===== src/verilog/i2c_seq_consts.svh =====
`ifndef I2C_SEQ_CONSTS_SVH
`define I2C_SEQ_CONSTS_SVH
// ****************************************
// special function register addresses
// ****************************************
`define SFR_TX_BUF     8'h9a
`define SFR_RX_BUF     8'h9b
`define SFR_MODE       8'he8
`define SFR_TARGET     8'he9
`define SFR_STATUS     8'hea
// ****************************************
// field positions and reset values
// ****************************************
`define MODE_EN_BIT    7
`define MODE_RATE_HI   6
`define MODE_RATE_LO   5
`define MODE_RCT_HI    4
`define MODE_RCT_LO    0
`define ST_BUSY_BIT    7
`define ST_NOACK_BIT   6
`define ST_RXPEND_BIT  5
`define ST_TXEMPTY_BIT 4
`define ST_FILL_HI     3
`define ST_FILL_LO     2
`define ST_ACCERR_BIT  1
`define ST_TXERR_BIT   0
`define DIR_BIT        0
`define SFR_RESET      8'h00
`define FILL_EMPTY     2'h0
`define FILL_HALF      2'h2
`define FILL_FULL      2'h3
// ****************************************
// sizes and timing
// ****************************************
`define DATA_FIFO_DEPTH 4
`define LAST_BIT        3'h7
`define QTR_BASE        8'h04
`define PH_DRIVE        2'h0
`define PH_RISE         2'h1
`define PH_SAMPLE       2'h2
`define PH_FALL         2'h3
`endif


===== src/verilog/i2c_seq_pkg.sv =====
`default_nettype none
package i2c_seq_pkg;
  typedef logic [7:0] sfr_byte_t;
  // gray codes along start, address, write, read, stop
  typedef enum logic [3:0] {
    S_IDLE  = 4'h0,
    S_START = 4'h1,
    S_ADDR  = 4'h3,
    S_AACK  = 4'h2,
    S_WBYTE = 4'h6,
    S_WACK  = 4'h7,
    S_RBYTE = 4'h5,
    S_RACK  = 4'h4,
    S_STOP  = 4'hc
  } seq_state_t;
endpackage
`default_nettype wire


===== src/verilog/byte_fifo.sv =====
`default_nettype none
module byte_fifo #(
  parameter int WIDTH = 8,
  parameter int DEPTH = 16,
  parameter int CW    = $clog2(DEPTH + 1)
) (
  input  wire logic             mclk,
  input  wire logic             rst_n,
  input  wire logic             flush,
  input  wire logic             inValid,
  output logic                  inReady,
  input  wire logic [WIDTH-1:0] inData,
  output logic                  outValid,
  input  wire logic             outReady,
  output logic      [WIDTH-1:0] outData,
  output logic      [CW-1:0]    count
);
  localparam int AW = (DEPTH > 1) ? $clog2(DEPTH) : 1;
  logic [WIDTH-1:0] mem [DEPTH];
  logic [AW-1:0]    wrPtr_q;
  logic [AW-1:0]    rdPtr_q;
  logic [CW-1:0]    count_q;
  logic             push;
  logic             pop;

  assign inReady  = (count_q != CW'(DEPTH));
  assign outValid = (count_q != '0);
  assign outData  = mem[rdPtr_q];
  assign count    = count_q;
  assign push     = inValid && inReady && !flush;
  assign pop      = outValid && outReady && !flush;

  function automatic logic [AW-1:0] nextPtr(input logic [AW-1:0] p);
    nextPtr = (p == AW'(DEPTH - 1)) ? '0 : p + 1'b1;
  endfunction

  always_ff @(posedge mclk)
  begin
    if (push)
    begin
      mem[wrPtr_q] <= inData;
    end
  end

  always_ff @(posedge mclk)
  begin
    if (!rst_n || flush)
    begin
      wrPtr_q <= '0;
      rdPtr_q <= '0;
      count_q <= '0;
    end
    else
    begin
      if (push)
        wrPtr_q <= nextPtr(wrPtr_q);
      if (pop)
        rdPtr_q <= nextPtr(rdPtr_q);
      count_q <= count_q + CW'(push) - CW'(pop);
    end
  end
endmodule
`default_nettype wire


===== src/verilog/quarter_tick.sv =====
`default_nettype none
`include "i2c_seq_consts.svh"
module quarter_tick (
  input  wire logic       mclk,
  input  wire logic       rst_n,
  input  wire logic       run,
  input  wire logic [1:0] rate,
  output logic            tick
);
  // a serial bit is four quarters: core / (16 * 2^rate) per bit
  logic [7:0] cnt_q;
  logic [7:0] reload;

  assign reload = (`QTR_BASE << rate) - 8'h01;
  assign tick   = run && (cnt_q == 8'h00);

  always_ff @(posedge mclk)
  begin
    if (!rst_n)
      cnt_q <= 8'h00;
    else if (!run || cnt_q == 8'h00)
      cnt_q <= reload;
    else
      cnt_q <= cnt_q - 8'h01;
  end
endmodule
`default_nettype wire


===== src/verilog/i2c_master_status_sequencer.sv =====
`default_nettype none
`include "i2c_seq_consts.svh"
module i2c_master_status_sequencer (
  input  wire logic                   mclk,
  input  wire logic                   rst_n,
  input  wire i2c_seq_pkg::sfr_byte_t sfrAddr,
  input  wire logic                   sfrWr,
  input  wire logic                   sfrRd,
  input  wire i2c_seq_pkg::sfr_byte_t sfrWdata,
  output i2c_seq_pkg::sfr_byte_t      sfrRdata,
  input  wire logic                   sclIn,
  output logic                        sclOut,
  output logic                        sclOe,
  input  wire logic                   sdaIn,
  output logic                        sdaOut,
  output logic                        sdaOe
);
  import i2c_seq_pkg::*;

  // ****************************************
  // declarations
  // ****************************************
  seq_state_t state_q;
  logic [1:0] ph_q;
  sfr_byte_t  mode_q;
  sfr_byte_t  target_q;
  sfr_byte_t  active_q;
  sfr_byte_t  shift_q;
  sfr_byte_t  rdata_q;
  logic [2:0] bitCnt_q;
  logic [4:0] rxCnt_q;
  logic       sclOe_q, sdaOe_q, pinLow_q, sample_q, readDir_q, pending_q;
  logic       noAck_q, rxPend_q, txEmpty_q, accErr_q, txErr_q;
  logic [1:0] sclSync_q, sdaSync_q;
  logic       sclS, sdaS, tick, collide, launch, busy, bitEnd;
  logic       noAckEv, lastByte, outBit, stsWr, txWr, rxRd, restart;
  logic       txInReady, txOutValid, txOutReady, txFlush;
  logic       rxInValid, rxInReady, rxOutValid, rxOutReady;
  sfr_byte_t  txOutData, rxOutData, rxByte, status;
  logic [2:0] txCount, rxCount;

  function automatic logic wrHit(input sfr_byte_t a, input sfr_byte_t which);
    wrHit = (a == which);
  endfunction

  function automatic logic [1:0] fill(input logic [2:0] cnt, input logic notFull);
    if (cnt == 3'h0)
      fill = `FILL_EMPTY;
    else if (!notFull)
      fill = `FILL_FULL;
    else
      fill = `FILL_HALF;
  endfunction

  // ****************************************
  // bus decode
  // ****************************************
  assign collide  = sfrWr && sfrRd;
  assign launch   = sfrWr && !sfrRd && wrHit(sfrAddr, `SFR_TARGET)
                    && mode_q[`MODE_EN_BIT];
  assign stsWr    = sfrWr && !sfrRd && wrHit(sfrAddr, `SFR_STATUS);
  assign txWr     = sfrWr && !sfrRd && wrHit(sfrAddr, `SFR_TX_BUF);
  assign rxRd     = sfrRd && !sfrWr && wrHit(sfrAddr, `SFR_RX_BUF);
  assign busy     = (state_q != S_IDLE);
  assign bitEnd   = tick && (ph_q == `PH_FALL);
  assign lastByte = (rxCnt_q == mode_q[`MODE_RCT_HI:`MODE_RCT_LO]);
  assign rxByte   = {shift_q[6:0], sample_q};
  assign noAckEv  = bitEnd && sample_q && (state_q == S_AACK || state_q == S_WACK);
  // a waiting address takes over where the current transfer would end
  assign restart  = pending_q && (!busy || (bitEnd && (state_q == S_STOP
                    || (state_q == S_RACK && lastByte)
                    || ((state_q == S_AACK || state_q == S_WACK)
                        && (sample_q || (!readDir_q && !txOutValid))))));
  assign sclS     = sclSync_q[1];
  assign sdaS     = sdaSync_q[1];

  // ****************************************
  // data FIFOs and serial clock divider
  // ****************************************
  assign txOutReady = bitEnd && !sample_q && !readDir_q
                      && (state_q == S_AACK || state_q == S_WACK);
  assign txFlush    = noAckEv && !readDir_q;
  assign rxInValid  = bitEnd && state_q == S_RBYTE && bitCnt_q == `LAST_BIT;
  assign rxOutReady = rxRd;

  byte_fifo #(.WIDTH(8), .DEPTH(`DATA_FIFO_DEPTH)) txFifo (
    .mclk(mclk), .rst_n(rst_n), .flush(txFlush),
    .inValid(txWr), .inReady(txInReady), .inData(sfrWdata),
    .outValid(txOutValid), .outReady(txOutReady), .outData(txOutData),
    .count(txCount)
  );

  byte_fifo #(.WIDTH(8), .DEPTH(`DATA_FIFO_DEPTH)) rxFifo (
    .mclk(mclk), .rst_n(rst_n), .flush(1'b0),
    .inValid(rxInValid), .inReady(rxInReady), .inData(rxByte),
    .outValid(rxOutValid), .outReady(rxOutReady), .outData(rxOutData),
    .count(rxCount)
  );

  quarter_tick divider (
    .mclk(mclk), .rst_n(rst_n), .run(busy),
    .rate(mode_q[`MODE_RATE_HI:`MODE_RATE_LO]), .tick(tick)
  );

  // ****************************************
  // pin synchronisers
  // ****************************************
  always_ff @(posedge mclk)
  begin
    if (!rst_n)
    begin
      sclSync_q <= 2'h3;
      sdaSync_q <= 2'h3;
    end
    else
    begin
      sclSync_q <= {sclSync_q[0], sclIn};
      sdaSync_q <= {sdaSync_q[0], sdaIn};
    end
  end

  // ****************************************
  // software registers
  // ****************************************
  always_ff @(posedge mclk)
  begin
    if (!rst_n)
    begin
      mode_q   <= `SFR_RESET;
      target_q <= `SFR_RESET;
    end
    else if (sfrWr && !sfrRd)
    begin
      if (wrHit(sfrAddr, `SFR_MODE))
        mode_q <= sfrWdata;
      if (wrHit(sfrAddr, `SFR_TARGET))
        target_q <= sfrWdata;
    end
  end

  // address on the wire; a rewrite while busy waits for the restart
  always_ff @(posedge mclk)
  begin
    if (!rst_n)
      active_q <= `SFR_RESET;
    else if (launch && !busy)
      active_q <= sfrWdata;
    else if (restart)
      active_q <= target_q;
  end

  // ****************************************
  // status flags, set wins over clear
  // ****************************************
  always_ff @(posedge mclk)
  begin
    if (!rst_n)
    begin
      noAck_q   <= 1'b0;
      rxPend_q  <= 1'b0;
      txEmpty_q <= 1'b0;
      accErr_q  <= 1'b0;
      txErr_q   <= 1'b0;
    end
    else
    begin
      noAck_q   <= noAckEv | (noAck_q & ~(stsWr & ~sfrWdata[`ST_NOACK_BIT]));
      rxPend_q  <= rxOutValid | (rxPend_q & ~(stsWr & ~sfrWdata[`ST_RXPEND_BIT]));
      txEmpty_q <= !txOutValid | (txEmpty_q & ~(stsWr & ~sfrWdata[`ST_TXEMPTY_BIT]));
      accErr_q  <= collide | (accErr_q & ~(stsWr & ~sfrWdata[`ST_ACCERR_BIT]));
      txErr_q   <= (txWr & ~txInReady)
                   | (txErr_q & ~(stsWr & ~sfrWdata[`ST_TXERR_BIT]));
    end
  end

  // ****************************************
  // read data
  // ****************************************
  assign status = {busy, noAck_q, rxPend_q, txEmpty_q,
                   readDir_q ? fill(rxCount, rxInReady) : fill(txCount, txInReady),
                   accErr_q, txErr_q};

  always_ff @(posedge mclk)
  begin
    if (!rst_n)
      rdata_q <= `SFR_RESET;
    else if (sfrRd && !sfrWr)
    begin
      unique case (sfrAddr)
        `SFR_RX_BUF: rdata_q <= rxOutValid ? rxOutData : `SFR_RESET;
        `SFR_MODE:   rdata_q <= mode_q;
        `SFR_TARGET: rdata_q <= target_q;
        `SFR_STATUS: rdata_q <= status;
        default:     rdata_q <= `SFR_RESET;
      endcase
    end
  end

  // ****************************************
  // bus sequencer
  // ****************************************
  always_comb
  begin
    unique case (state_q)
      S_ADDR, S_WBYTE: outBit = shift_q[7];
      S_RACK:          outBit = lastByte;
      default:         outBit = 1'b1;
    endcase
  end

  always_ff @(posedge mclk)
  begin
    if (!rst_n)
    begin
      state_q   <= S_IDLE;
      ph_q      <= `PH_DRIVE;
      shift_q   <= `SFR_RESET;
      bitCnt_q  <= 3'h0;
      rxCnt_q   <= 5'h00;
      sclOe_q   <= 1'b0;
      sdaOe_q   <= 1'b0;
      sample_q  <= 1'b0;
      readDir_q <= 1'b0;
      pending_q <= 1'b0;
    end
    else
    begin
      if ((launch || pending_q) && !busy)
      begin
        state_q <= S_START;
        ph_q    <= `PH_DRIVE;
      end
      else if (tick)
      begin
        unique case (state_q)
          S_IDLE: ;
          S_START:
          begin
            ph_q <= ph_q + 2'h1;
            unique case (ph_q)
              `PH_DRIVE:  sdaOe_q <= 1'b0;
              `PH_RISE:   sclOe_q <= 1'b0;
              `PH_SAMPLE: sdaOe_q <= 1'b1;
              `PH_FALL:
              begin
                sclOe_q   <= 1'b1;
                shift_q   <= active_q;
                readDir_q <= active_q[`DIR_BIT];
                bitCnt_q  <= 3'h0;
                rxCnt_q   <= 5'h00;
                state_q   <= S_ADDR;
              end
            endcase
          end
          S_STOP:
          begin
            ph_q <= ph_q + 2'h1;
            unique case (ph_q)
              `PH_DRIVE:  sdaOe_q <= 1'b1;
              `PH_RISE:   sclOe_q <= 1'b0;
              `PH_SAMPLE: sdaOe_q <= 1'b0;
              `PH_FALL:   state_q <= pending_q ? S_START : S_IDLE;
            endcase
          end
          S_ADDR, S_AACK, S_WBYTE, S_WACK, S_RBYTE, S_RACK:
          begin
            unique case (ph_q)
              `PH_DRIVE:
              begin
                sclOe_q <= 1'b1;
                sdaOe_q <= ~outBit;
                ph_q    <= `PH_RISE;
              end
              `PH_RISE:
              begin
                sclOe_q <= 1'b0;
                ph_q    <= `PH_SAMPLE;
              end
              `PH_SAMPLE:
              begin
                if (sclS)
                begin
                  sample_q <= sdaS;
                  ph_q     <= `PH_FALL;
                end
              end
              `PH_FALL:
              begin
                sclOe_q <= 1'b1;
                if (state_q != S_RBYTE || bitCnt_q != `LAST_BIT || rxInReady)
                  ph_q <= `PH_DRIVE;
                unique case (state_q)
                  S_ADDR, S_WBYTE:
                  begin
                    shift_q  <= {shift_q[6:0], 1'b0};
                    bitCnt_q <= bitCnt_q + 3'h1;
                    if (bitCnt_q == `LAST_BIT)
                      state_q <= (state_q == S_ADDR) ? S_AACK : S_WACK;
                  end
                  S_RBYTE:
                  begin
                    if (bitCnt_q != `LAST_BIT)
                    begin
                      shift_q  <= rxByte;
                      bitCnt_q <= bitCnt_q + 3'h1;
                    end
                    else if (rxInReady)
                    begin
                      bitCnt_q <= 3'h0;
                      state_q  <= S_RACK;
                    end
                  end
                  S_RACK:
                  begin
                    rxCnt_q <= rxCnt_q + 5'h01;
                    state_q <= lastByte ? (pending_q ? S_START : S_STOP) : S_RBYTE;
                  end
                  default:
                  begin
                    if (sample_q || (!readDir_q && !txOutValid))
                      state_q <= pending_q ? S_START : S_STOP;
                    else if (readDir_q)
                      state_q <= S_RBYTE;
                    else
                    begin
                      shift_q <= txOutData;
                      state_q <= S_WBYTE;
                    end
                  end
                endcase
              end
            endcase
          end
          default: state_q <= S_IDLE;
        endcase
      end
      if (restart)
        pending_q <= 1'b0;
      if (launch && busy)
        pending_q <= 1'b1;
    end
  end

  always_ff @(posedge mclk)
  begin
    pinLow_q <= 1'b0;
  end

  assign sclOe    = sclOe_q;
  assign sdaOe    = sdaOe_q;
  assign sclOut   = pinLow_q;
  assign sdaOut   = pinLow_q;
  assign sfrRdata = rdata_q;
endmodule
`default_nettype wire


===== config.mk =====
export PLATFORM = sky130hd
export DESIGN_NAME = i2c_master_status_sequencer
export DESIGN_NICKNAME = d
export VERILOG_FILES = /design/src/verilog/i2c_seq_pkg.sv /design/src/verilog/byte_fifo.sv /design/src/verilog/quarter_tick.sv /design/src/verilog/i2c_master_status_sequencer.sv
export VERILOG_INCLUDE_DIRS = /design/src /design/src/verilog
export SDC_FILE = /design/constraint.sdc
export NUM_CORES = 1
export LEC_CHECK = 0
export BUFFER_PORTS_ARGS = -buffer_cell sky130_fd_sc_hd__buf_4
export CORE_MARGIN = 4
export CORE_UTILIZATION = 56
export CTS_CLUSTER_DIAMETER = 100
export DETAILED_ROUTE_END_ITERATION = 6
export PLACE_DENSITY = 0.76
export SYNTH_ARGS = -nofsm -noshare
export SYNTH_HDL_FRONTEND = slang
export SYNTH_SLANG_ARGS = --single-unit

===== constraint.sdc =====
create_clock -name mclk -period 2.5 [get_ports mclk]
set_input_delay 0.125 -clock mclk [delete_from_list [all_inputs] [get_ports mclk]]
set_output_delay 0.125 -clock mclk [all_outputs]
set_load 0.01 [all_outputs]

==> results of run 1 <==
-- cells by family (layout without fill, tap and decap cells) --
logic type,after synthesis,count (layout),synth area share
compound gates,151,151,0.138
xor+xnor,20,20,0.0231
fa+ha+maj,25,25,0.0429
buf+inv,65,160,0.0343
flops,158,158,0.501
mux,36,36,0.0739
other cells,1,2,0.000494
simple gates,258,258,0.186
-- where the power goes --
part,switching (mW),internal [mW],leakage [nW],total [mW]
clock network,1.04,1.77,0.306,2.82
logic,0.0888,0.0758,1.76,0.165
registers,0.00814,2.68,1.28,2.69
-- per-stage QoR --
stage | cell area, µm² | power, mW | cells | hold WS, ns
after floorplan | 7620 | 2.82 | 715 | 0.224
after global placement | 8340 | 2.89 | 942 | 0.307
after detailed placement | 8340 | 2.90 | 942 | 0.313
after CTS | 9100 | 5.69 | 985 | 0.0107
after global routing | 9170 | 5.85 | 986 | 0.0538
final | 9170 | 5.67 | 986 | 0.0200
-- worst max-delay path by stage --
stage	slack, ns	to	from
finish	-0.19	txFifo.count[2]	divider.cnt_q[7]
global route	-0.28	txFifo.count[2]	divider.cnt_q[7]
CTS	-0.22	txFifo.count[2]	divider.cnt_q[4]
detailed placement	-0.23	txFifo.count[2]	divider.cnt_q[0]
global placement	-0.1	txFifo.count[2]	divider.cnt_q[0]
floorplan	-0.13	txFifo.count[2]	divider.cnt_q[0]
-- repair_timing --
item / CTS / global route
hold endpoints to repair: 34 / 0
resized for setup: 3 / 17
hold buffers: 10 / 0
setup buffers: 1 / 1
pin swaps: 5 / 4
setup endpoints to repair: 20 / 8
cloned: 0 / 0
-- registers in the layout, indices dropped and copies added, names as in the netlist, 2 cells and up, named ones only --
name            count
target_q            8
rxCnt_q             5
divider.cnt_q       8
txFifo.mem         32
bitCnt_q            3
txFifo.count        3
sfrRdata            8
rxFifo.wrPtr_q      2
mode_q              8
rxFifo.count        3
rxFifo.mem         32
txFifo.rdPtr_q      2
rxFifo.rdPtr_q      2
ph_q                2
sclSync_q           2
active_q            8
state_q             4
txFifo.wrPtr_q      2
shift_q             8
sdaSync_q           2
-- area by class of cell --
type                            count  area, µm²
Timing Repair Buffer              101        783
Sequential cell                   158       3810
Clock inverter                     14        214
Tap cell                          176        220
Fill cell                         991       4070
Multi-Input combinational cell    492       3610
Clock buffer                       18        429
Inverter                           27        104
-- layout by cell type, fill, tap and decap left out, drive strengths merged, types with 3 or more instances in the layout --
master | netlist | layout
xor2 | 9 | 9
and2 | 18 | 18
or3 | 5 | 5
o22a | 8 | 8
a21boi | 23 | 23
xnor2 | 11 | 11
and3 | 5 | 5
nor4 | 9 | 9
o21ai | 44 | 44
a21oi | 22 | 22
nor2 | 44 | 44
nor3b | 4 | 4
a311oi | 3 | 3
clkbuf | 26 | 18
dlygate4sd3 | 0 | 10
nor3 | 12 | 12
nor2b | 24 | 24
o211a | 8 | 8
nand3b | 11 | 11
bufinv | 0 | 5
clkinv | 0 | 3
nand2b | 10 | 10
ha | 22 | 22
nand2 | 77 | 77
a31oi | 10 | 10
mux2i | 20 | 20
nand3 | 27 | 27
buf | 12 | 91
dfxtp | 94 | 94
mux4 | 16 | 16
a221oi | 9 | 9
edfxtp | 64 | 64
inv | 27 | 30
o21a | 6 | 6
clkinvlp | 0 | 3
or4 | 6 | 6
-- worst reg2reg max path, delay by kind of cell, from the launching register on --
| kind | cells | cell delay (ns) |
|---|---|---|
| fa+ha+maj | 3 | 0.67 |
| buf+inv | 3 | 0.19 |
| xor+xnor | 2 | 0.29 |
| flops | 1 | 0.32 |
| simple gates | 4 | 1.12 |
-- metal layers --
metal  wire length (µm)  vias up  part of all wire
li1                   -     2749                 -
met4                524        0             0.028
met3               1060       37             0.056
met2               9630      202              0.51
met5                  0        -                 0
met1               7670     2879              0.41
==> impl_metrics.ini, run 1 <==
[run_status]
status = finished with violations
violations = setup timing

[setup_path]
reg2regPathDepth = 12
r2r-start = divider.cnt_q[7]
critical_path_class = reg -> reg
path_max_fanout = 2
r2r_slack_ns = -0.19
r2r-end = txFifo.count[2]
crit_chain = or4_4, nor4_4, nand3_2, inv_2, ha_4, inv_4, ha_4, inv_2, fa_2, xor2_2, xnor2_1, nor2_1
path_buf_inv = 3
start_kind = register
slowest_delay_ns = 0.55
critical_path_required_ns = 2.81
crit_family = simple AND/OR/NAND/NOR gates
end_kind = register
crit_slowest_cell = or4_4
arrival_ns = 3.01
crit_cells = 12

[sta]
period_share = 1.08
final_hold_viol_count = 0
setup_ws_ns = -0.194
drv_slew = 0
tightest_slew_ns = 0.644
max_freq_ghz = 0.371
period_minus_slack_ns = 2.69
skew_ns = 0.00522
fin_setup_tns_ns = -0.211
slew-limit-headroom = 0.570
rsz0062_at_grt = yes
setup_violations = 2

[hold_path]
min_from = sfrRd
hold_depth = 3
hold_path_end = accErr_q
hold_path_class = in -> reg

[global_routing]
antenna_found_initial = 0
grt_pass1_wl_um = 30700
grt_pass1_vias = 6015
grtUsageMet3 = 0.0515
grt_use_met1 = 0.303
overflow = 0
grt_max_degree = 73
grt_use_met2 = 0.432
track_usage = 0.248
top_usage_layer = met2

[logic_synthesis]
synth_area_mm2 = 0.00759
yosysWarningCount = 0
synthArstFlopShare = 0
ys_seq_area_frac = 0.501
yosysMostFrequentCell = dfxtp_1
synthFlopType = dfxtp_1
synth_cell_types = 66
yosys-top-cells-area = edfxtp_1 25%, dfxtp_1 25%, mux4_2 4.7%
yosys-top-cells-count = 94 x dfxtp_1, 77 x nand2_1, 64 x edfxtp_1
yosysTopAreaCellShare = 0.253
synth_edf_count = 64
syn_inst = 714
ys_ff_latch = 158
synth_top_area_cell = edfxtp_1
postSynthAreaPerCell_um2 = 10.6

[cts]
worstSkewPairLatency_ns = 0.43
path_clk_slew_ns = 0.06
clockRootBuffer = clkbuf_16
cts_buffers = 17
cts_tree = yes
clock-sinks = 158
htree_levels = 4
clockBufferDepth = 2

[finish]
fin_nets = 843
drive_gt1_frac = 0.222
post-route-util = 0.693
syn2layout_area_growth_pct = 20.9
diodes = 0

[pwr]
p_leak_nw = 3.35
ir_drop_mv = 0.520
pwr_density_cell_mw_per_mm2 = 619

[drt]
drc = 0
viasPerCell = 5.95
first_pass_iters = 5
drt_first_iter_violations = 440
vias = 5867
drtAntennaViolNets = 0
drt-total-wl_um = 18900
wl_per_cell_um = 19.2

[die]
die_w_um = 124
die_h_um = 124
die-area_mm2 = 0.0155
ios = 34
core_area_mm2 = 0.0132
rows = 42
start_util = 0.573

[flow_run]
cap_violations = 0

[placed_design]
pre_cts_ws_ns = -0.228
port_buffers = 31
dp_hpwl_um = 13400
globalplace.congestion = 0.916
Note: power is estimated with default switching activity, not from simulation.
==> run 2, diff against run 1 <==
--- a/config.mk
+++ b/config.mk
@@ -8,10 +8,9 @@
 export LEC_CHECK = 0
 export BUFFER_PORTS_ARGS = -buffer_cell sky130_fd_sc_hd__buf_4
 export CORE_MARGIN = 4
-export CORE_UTILIZATION = 56
-export CTS_CLUSTER_DIAMETER = 100
+export CORE_UTILIZATION = 65
 export DETAILED_ROUTE_END_ITERATION = 6
-export PLACE_DENSITY = 0.76
+export PLACE_DENSITY = 0.84
 export SYNTH_ARGS = -nofsm -noshare
 export SYNTH_HDL_FRONTEND = slang
 export SYNTH_SLANG_ARGS = --single-unit
==> constraint.sdc (replaced) <==
create_clock -name mclk -period 3.4 [get_ports mclk]
set_input_delay 0.17 -clock mclk [delete_from_list [all_inputs] [get_ports mclk]]
set_output_delay 0.17 -clock mclk [all_outputs]
set_load 0.01 [all_outputs]
==> impl_metrics.ini, run 2 (synthesis results as in run 1) <==
[setup_path]
critical_path_required_ns = 3.69
crit_chain = ha_1, inv_1, nor4_4, nand3_1, inv_1, ha_1, inv_1, ha_1, inv_1, fa_1, xor2_1, xnor2_1, nor2_1
path_max_fanout = 7
reg2regPathDepth = 13
critical_path_class = reg -> reg
end_kind = register
slowest_delay_ns = 0.46
r2r_slack_ns = 0.40
r2r-start = ph_q[0]
crit_slowest_cell = nor4_4
crit_path_start = ph_q[0]
arrival_ns = 3.28
cpMostUsedCell = inv_1
start_kind = register
r2r-end = txFifo.count[2]

[cts]
cts_tree = yes
htree_levels = 4
cts_resized = 0
worstSkewPairLatency_ns = 0.42
cts_buffers = 17
clockRootBuffer = clkbuf_16
clockBufferDepth = 2
clock-sinks = 158
path_clk_slew_ns = 0.06

[finish]
fillCellCount = 760
regArea_mm2 = 0.00380
diodes = 0
fin_nets = 786
multi_input_area_mm2 = 0.00353
layout_common_cells = 94 x dfxtp_1, 77 x nand2_1, 64 x edfxtp_1
layout_commonest_cell = dfxtp_1
largest_registers = rxFifo.mem: 32 flops, txFifo.mem: 32 flops
syn2layout_area_growth_pct = 12.7
drive_gt1_frac = 0.137
stdcell_count = 896

[global_routing]
antenna_found_initial = 0
track_usage = 0.274
grt_max_degree = 73
grt_pass1_wl_um = 28200
overflow = 0
grt_pass1_vias = 5505

[hold_path]
hold_path_class = in -> reg
min_from = sfrWdata[3]
hold_path_end = txFifo.mem[0][3]
hold_depth = 1

[sta]
whs_ns = 0.0171
drv_slew = 0
period_minus_slack_ns = 3.00
max_freq_ghz = 0.334
period_share = 0.881
skew_ns = 0.0109
setup_violations = 0
rsz0062_at_grt = no
fin_setup_tns_ns = 0
tightest_slew_ns = 1.01
slew-limit-headroom = 0.326
final_hold_viol_count = 0

[die]
die_h_um = 116
ios = 34
die-area_mm2 = 0.0135
start_util = 0.664
die_w_um = 116
rows = 39
core_area_mm2 = 0.0114

[flow_run]
cap_violations = 0

[placed_design]
place_inst = 858
port_buffers = 31
dp_hpwl_um = 12000
globalplace.congestion = 0.905

[drt]
drc = 0
drtAntennaViolNets = 0
first_pass_iters = 6
drt_first_iter_violations = 699
viasPerCell = 6.30
wl_per_cell_um = 19.3
drt-total-wl_um = 17300
vias = 5642

[pwr]
p_leak_nw = 3.04
pwr_density_cell_mw_per_mm2 = 469
ir_drop_mv = 0.771
total_power_mw = 4.01

[run_status]
status = finished clean
[run 2: cell count changes in the layout (fill, tap and decap cells not counted), moves of 3 or more]
cell / delta
and2_2: -4
dfxtp_2: -4
inv_1: +3
buf_4: -53
and2_1: +4
dlygate4sd3_1: -4
dfxtp_1: +4
ha_1: +3
[run 2: critical path, delay by kind of cell (launching register included)]
family / cells / cell delay [ns]
XOR/XNOR: 2 / 0.29
adder cells (fa/ha/maj): 4 / 1.06
buffers and inverters: 4 / 0.36
flip-flops: 1 / 0.41
AND/OR/NAND/NOR: 3 / 0.74
[run 2: timing repair]
item | in CTS | in global routing
setup endpoints to repair | 0 | 0
hold buffers | 6 | 0
hold endpoints to repair | 12 | 0
setup buffers | 0 | 0
[run 2: where the power goes]
part	switching [mW]	internal [mW]	leakage, nW	total [mW]
sequential	0.00651	1.97	1.28	1.98
combinational	0.0603	0.0473	1.48	0.108
clock	0.761	1.16	0.285	1.92
[run 2: worst max path at each step]
stage	endpoint	slack [ns]	cells after the start
3_5_place_dp	rxFifo.count[2]	0.39	11
4_1_cts	txFifo.count[2]	0.42	12
6_report	txFifo.count[2]	0.40	13
3_3_place_gp	txFifo.count[2]	0.50	12
5_1_grt	txFifo.count[2]	0.15	13
2_1_floorplan	txFifo.count[2]	0.69	12
[run 2: stage by stage]
step / util / cell area (µm²) / worst slack, ns
after CTS: 0.749 / 8550 / 0.417
after detailed placement: 0.692 / 7900 / 0.393
after global placement: 0.692 / 7900 / 0.497
final: 0.749 / 8550 / 0.404
after global routing: 0.749 / 8550 / 0.153
after floorplan: - / 7590 / 0.694
[run 2: cell type report]
| class | instances | area share |
|---|---|---|
| multi-input combinational | 492 | 0.412 |
| timing repair buffer | 44 | 0.0404 |
| inverter | 27 | 0.0119 |
| clock buffer | 20 | 0.0511 |
| clock inverter | 12 | 0.0186 |
| tap | 143 | 0.0209 |
| sequential | 158 | 0.445 |
[run 2: metal layers]
layer  vias to the layer above  track usage  share of wire
met2                       251        0.431           0.47
met4                         0       0.0897          0.015
met1                      2720        0.373           0.43
li1                       2647            -              -
met5                         -            0              0
met3                        24       0.0715          0.078
==> run 3, diff against run 2 <==
--- a/config.mk
+++ b/config.mk
@@ -8,9 +8,9 @@
 export LEC_CHECK = 0
 export BUFFER_PORTS_ARGS = -buffer_cell sky130_fd_sc_hd__buf_4
 export CORE_MARGIN = 4
-export CORE_UTILIZATION = 65
+export CORE_UTILIZATION = 62
 export DETAILED_ROUTE_END_ITERATION = 6
-export PLACE_DENSITY = 0.84
+export PLACE_DENSITY = 0.8
 export SYNTH_ARGS = -nofsm -noshare
 export SYNTH_HDL_FRONTEND = slang
 export SYNTH_SLANG_ARGS = --single-unit
==> constraint.sdc (replaced) <==
create_clock -name mclk -period 3.15 [get_ports mclk]
set_input_delay 0.1575 -clock mclk [delete_from_list [all_inputs] [get_ports mclk]]
set_output_delay 0.1575 -clock mclk [all_outputs]
set_load 0.01 [all_outputs]
==> impl_metrics.ini, run 3 (synthesis results as in run 1) <==
[run_status]
status = finished clean

[hold_path]
hold_path_end = txFifo.mem[0][4]
min_from = sfrWdata[4]
hold_path_class = in -> reg
hold_depth = 1

[finish]
layout_commonest_cell = dfxtp_1
diodes = 0
fin_nets = 795
largest_registers = rxFifo.mem: 32 flops, txFifo.mem: 32 flops
drive_gt1_frac = 0.144
layout_common_cells = 94 x dfxtp_1, 77 x nand2_1, 64 x edfxtp_1
syn2layout_area_growth_pct = 13.8

[sta]
final_hold_viol_count = 0
tightest_slew_ns = 0.912
skew_ns = 0.00753
fin_setup_tns_ns = 0
max_freq_ghz = 0.344
period_share = 0.923
setup_violations = 0
drv_slew = 0
period_minus_slack_ns = 2.91
slew-limit-headroom = 0.391
rsz0062_at_grt = no

[placed_design]
globalplace.congestion = 0.945
port_buffers = 31
dp_hpwl_um = 12200

[setup_path]
r2r-end = txFifo.count[2]
end_kind = register
crit_path_start = divider.cnt_q[7]
reg2regPathDepth = 12
critical_path_class = reg -> reg
critical_path_required_ns = 3.44
path_buf_inv = 3
start_kind = register
r2r_slack_ns = 0.24
arrival_ns = 3.20
path_max_fanout = 5
r2r-start = divider.cnt_q[7]
crit_chain = or4_4, nor4_4, nand3_1, inv_1, ha_1, inv_1, ha_1, inv_1, fa_1, xor2_1, xnor2_1, nor2_1
slowest_delay_ns = 0.59
crit_family = simple AND/OR/NAND/NOR gates
cpMostUsedCell = inv_1
crit_slowest_cell = or4_4

[drt]
drtAntennaViolNets = 0
viasPerCell = 6.21
drc = 0
first_pass_iters = 6
drt-total-wl_um = 17500
vias = 5643
wl_per_cell_um = 19.2
drt_first_iter_violations = 498

[pwr]
ir_drop_mv = 0.485
p_leak_nw = 3.09
total_power_mw = 4.32
pwr_density_cell_mw_per_mm2 = 501

[cts]
clock-sinks = 158
worstSkewPairLatency_ns = 0.42
htree_levels = 4
path_clk_slew_ns = 0.06
hold_buffers = 8
cts_buffers = 17
cts_tree = yes
clockBufferDepth = 2
cts_resized = 0
cts_setup_buffers = 0
clockRootBuffer = clkbuf_16

[global_routing]
grt_max_degree = 73
grt_pass1_wl_um = 28700
antenna_found_initial = 0
grt_pass1_vias = 5517
track_usage = 0.259
overflow = 0

[die]
rows = 40
die_w_um = 119
ios = 34
start_util = 0.632
die-area_mm2 = 0.0141
die_h_um = 119
core_area_mm2 = 0.0120

[flow_run]
cap_violations = 0
==> run 3: cell type report <==
| type | instances | area [µm²] |
|---|---|---|
| Sequential cell | 158 | 3800 |
| Multi-Input combinational cell | 492 | 3530 |
| Fill cell | 827 | 3380 |
| Clock buffer | 23 | 489 |
| Timing Repair Buffer | 53 | 418 |
| Tap cell | 147 | 184 |
| Clock inverter | 9 | 108 |
| Inverter | 27 | 101 |
==> run 3: power by group <==
part / internal [mW] / total [mW] / switching, mW
clock: 1.26 / 2.07 / 0.811
sequential: 2.13 / 2.14 / 0.00761
combinational: 0.0527 / 0.118 / 0.0654
==> run 3: per-stage QoR <==
stage                     cell area, µm²   util  instances  setup slack, ns  hold WS, ns
final                               8630  0.719        909            0.244       0.0164
after global routing                8630  0.719        909           0.0480      0.00107
after CTS                           8630  0.719        909            0.244     0.000229
after detailed placement            7950  0.662        869            0.260        0.345
after global placement              7950  0.662        869            0.345        0.340
after floorplan                     7590      -        715            0.444        0.256
==> run 3: worst max path at each step <==
stage                           end  slack [ns]  cells after the start
floorplan           txFifo.count[2]        0.44                     12
global placement    txFifo.count[2]        0.35                     12
detailed placement  txFifo.count[2]        0.26                     12
CTS                 txFifo.count[2]        0.24                     12
global route        txFifo.count[2]        0.05                     13
finish              txFifo.count[2]        0.24                     12
==> run 3: layer usage <==
metal  GRT usage  routed length [µm]  vias to the layer above
met5           0                   0                        -
met4      0.0891                 367                        0
met3      0.0665                1250                       35
met2       0.405                8310                      221
met1       0.352                7560                     2732
li1            -                   -                     2655
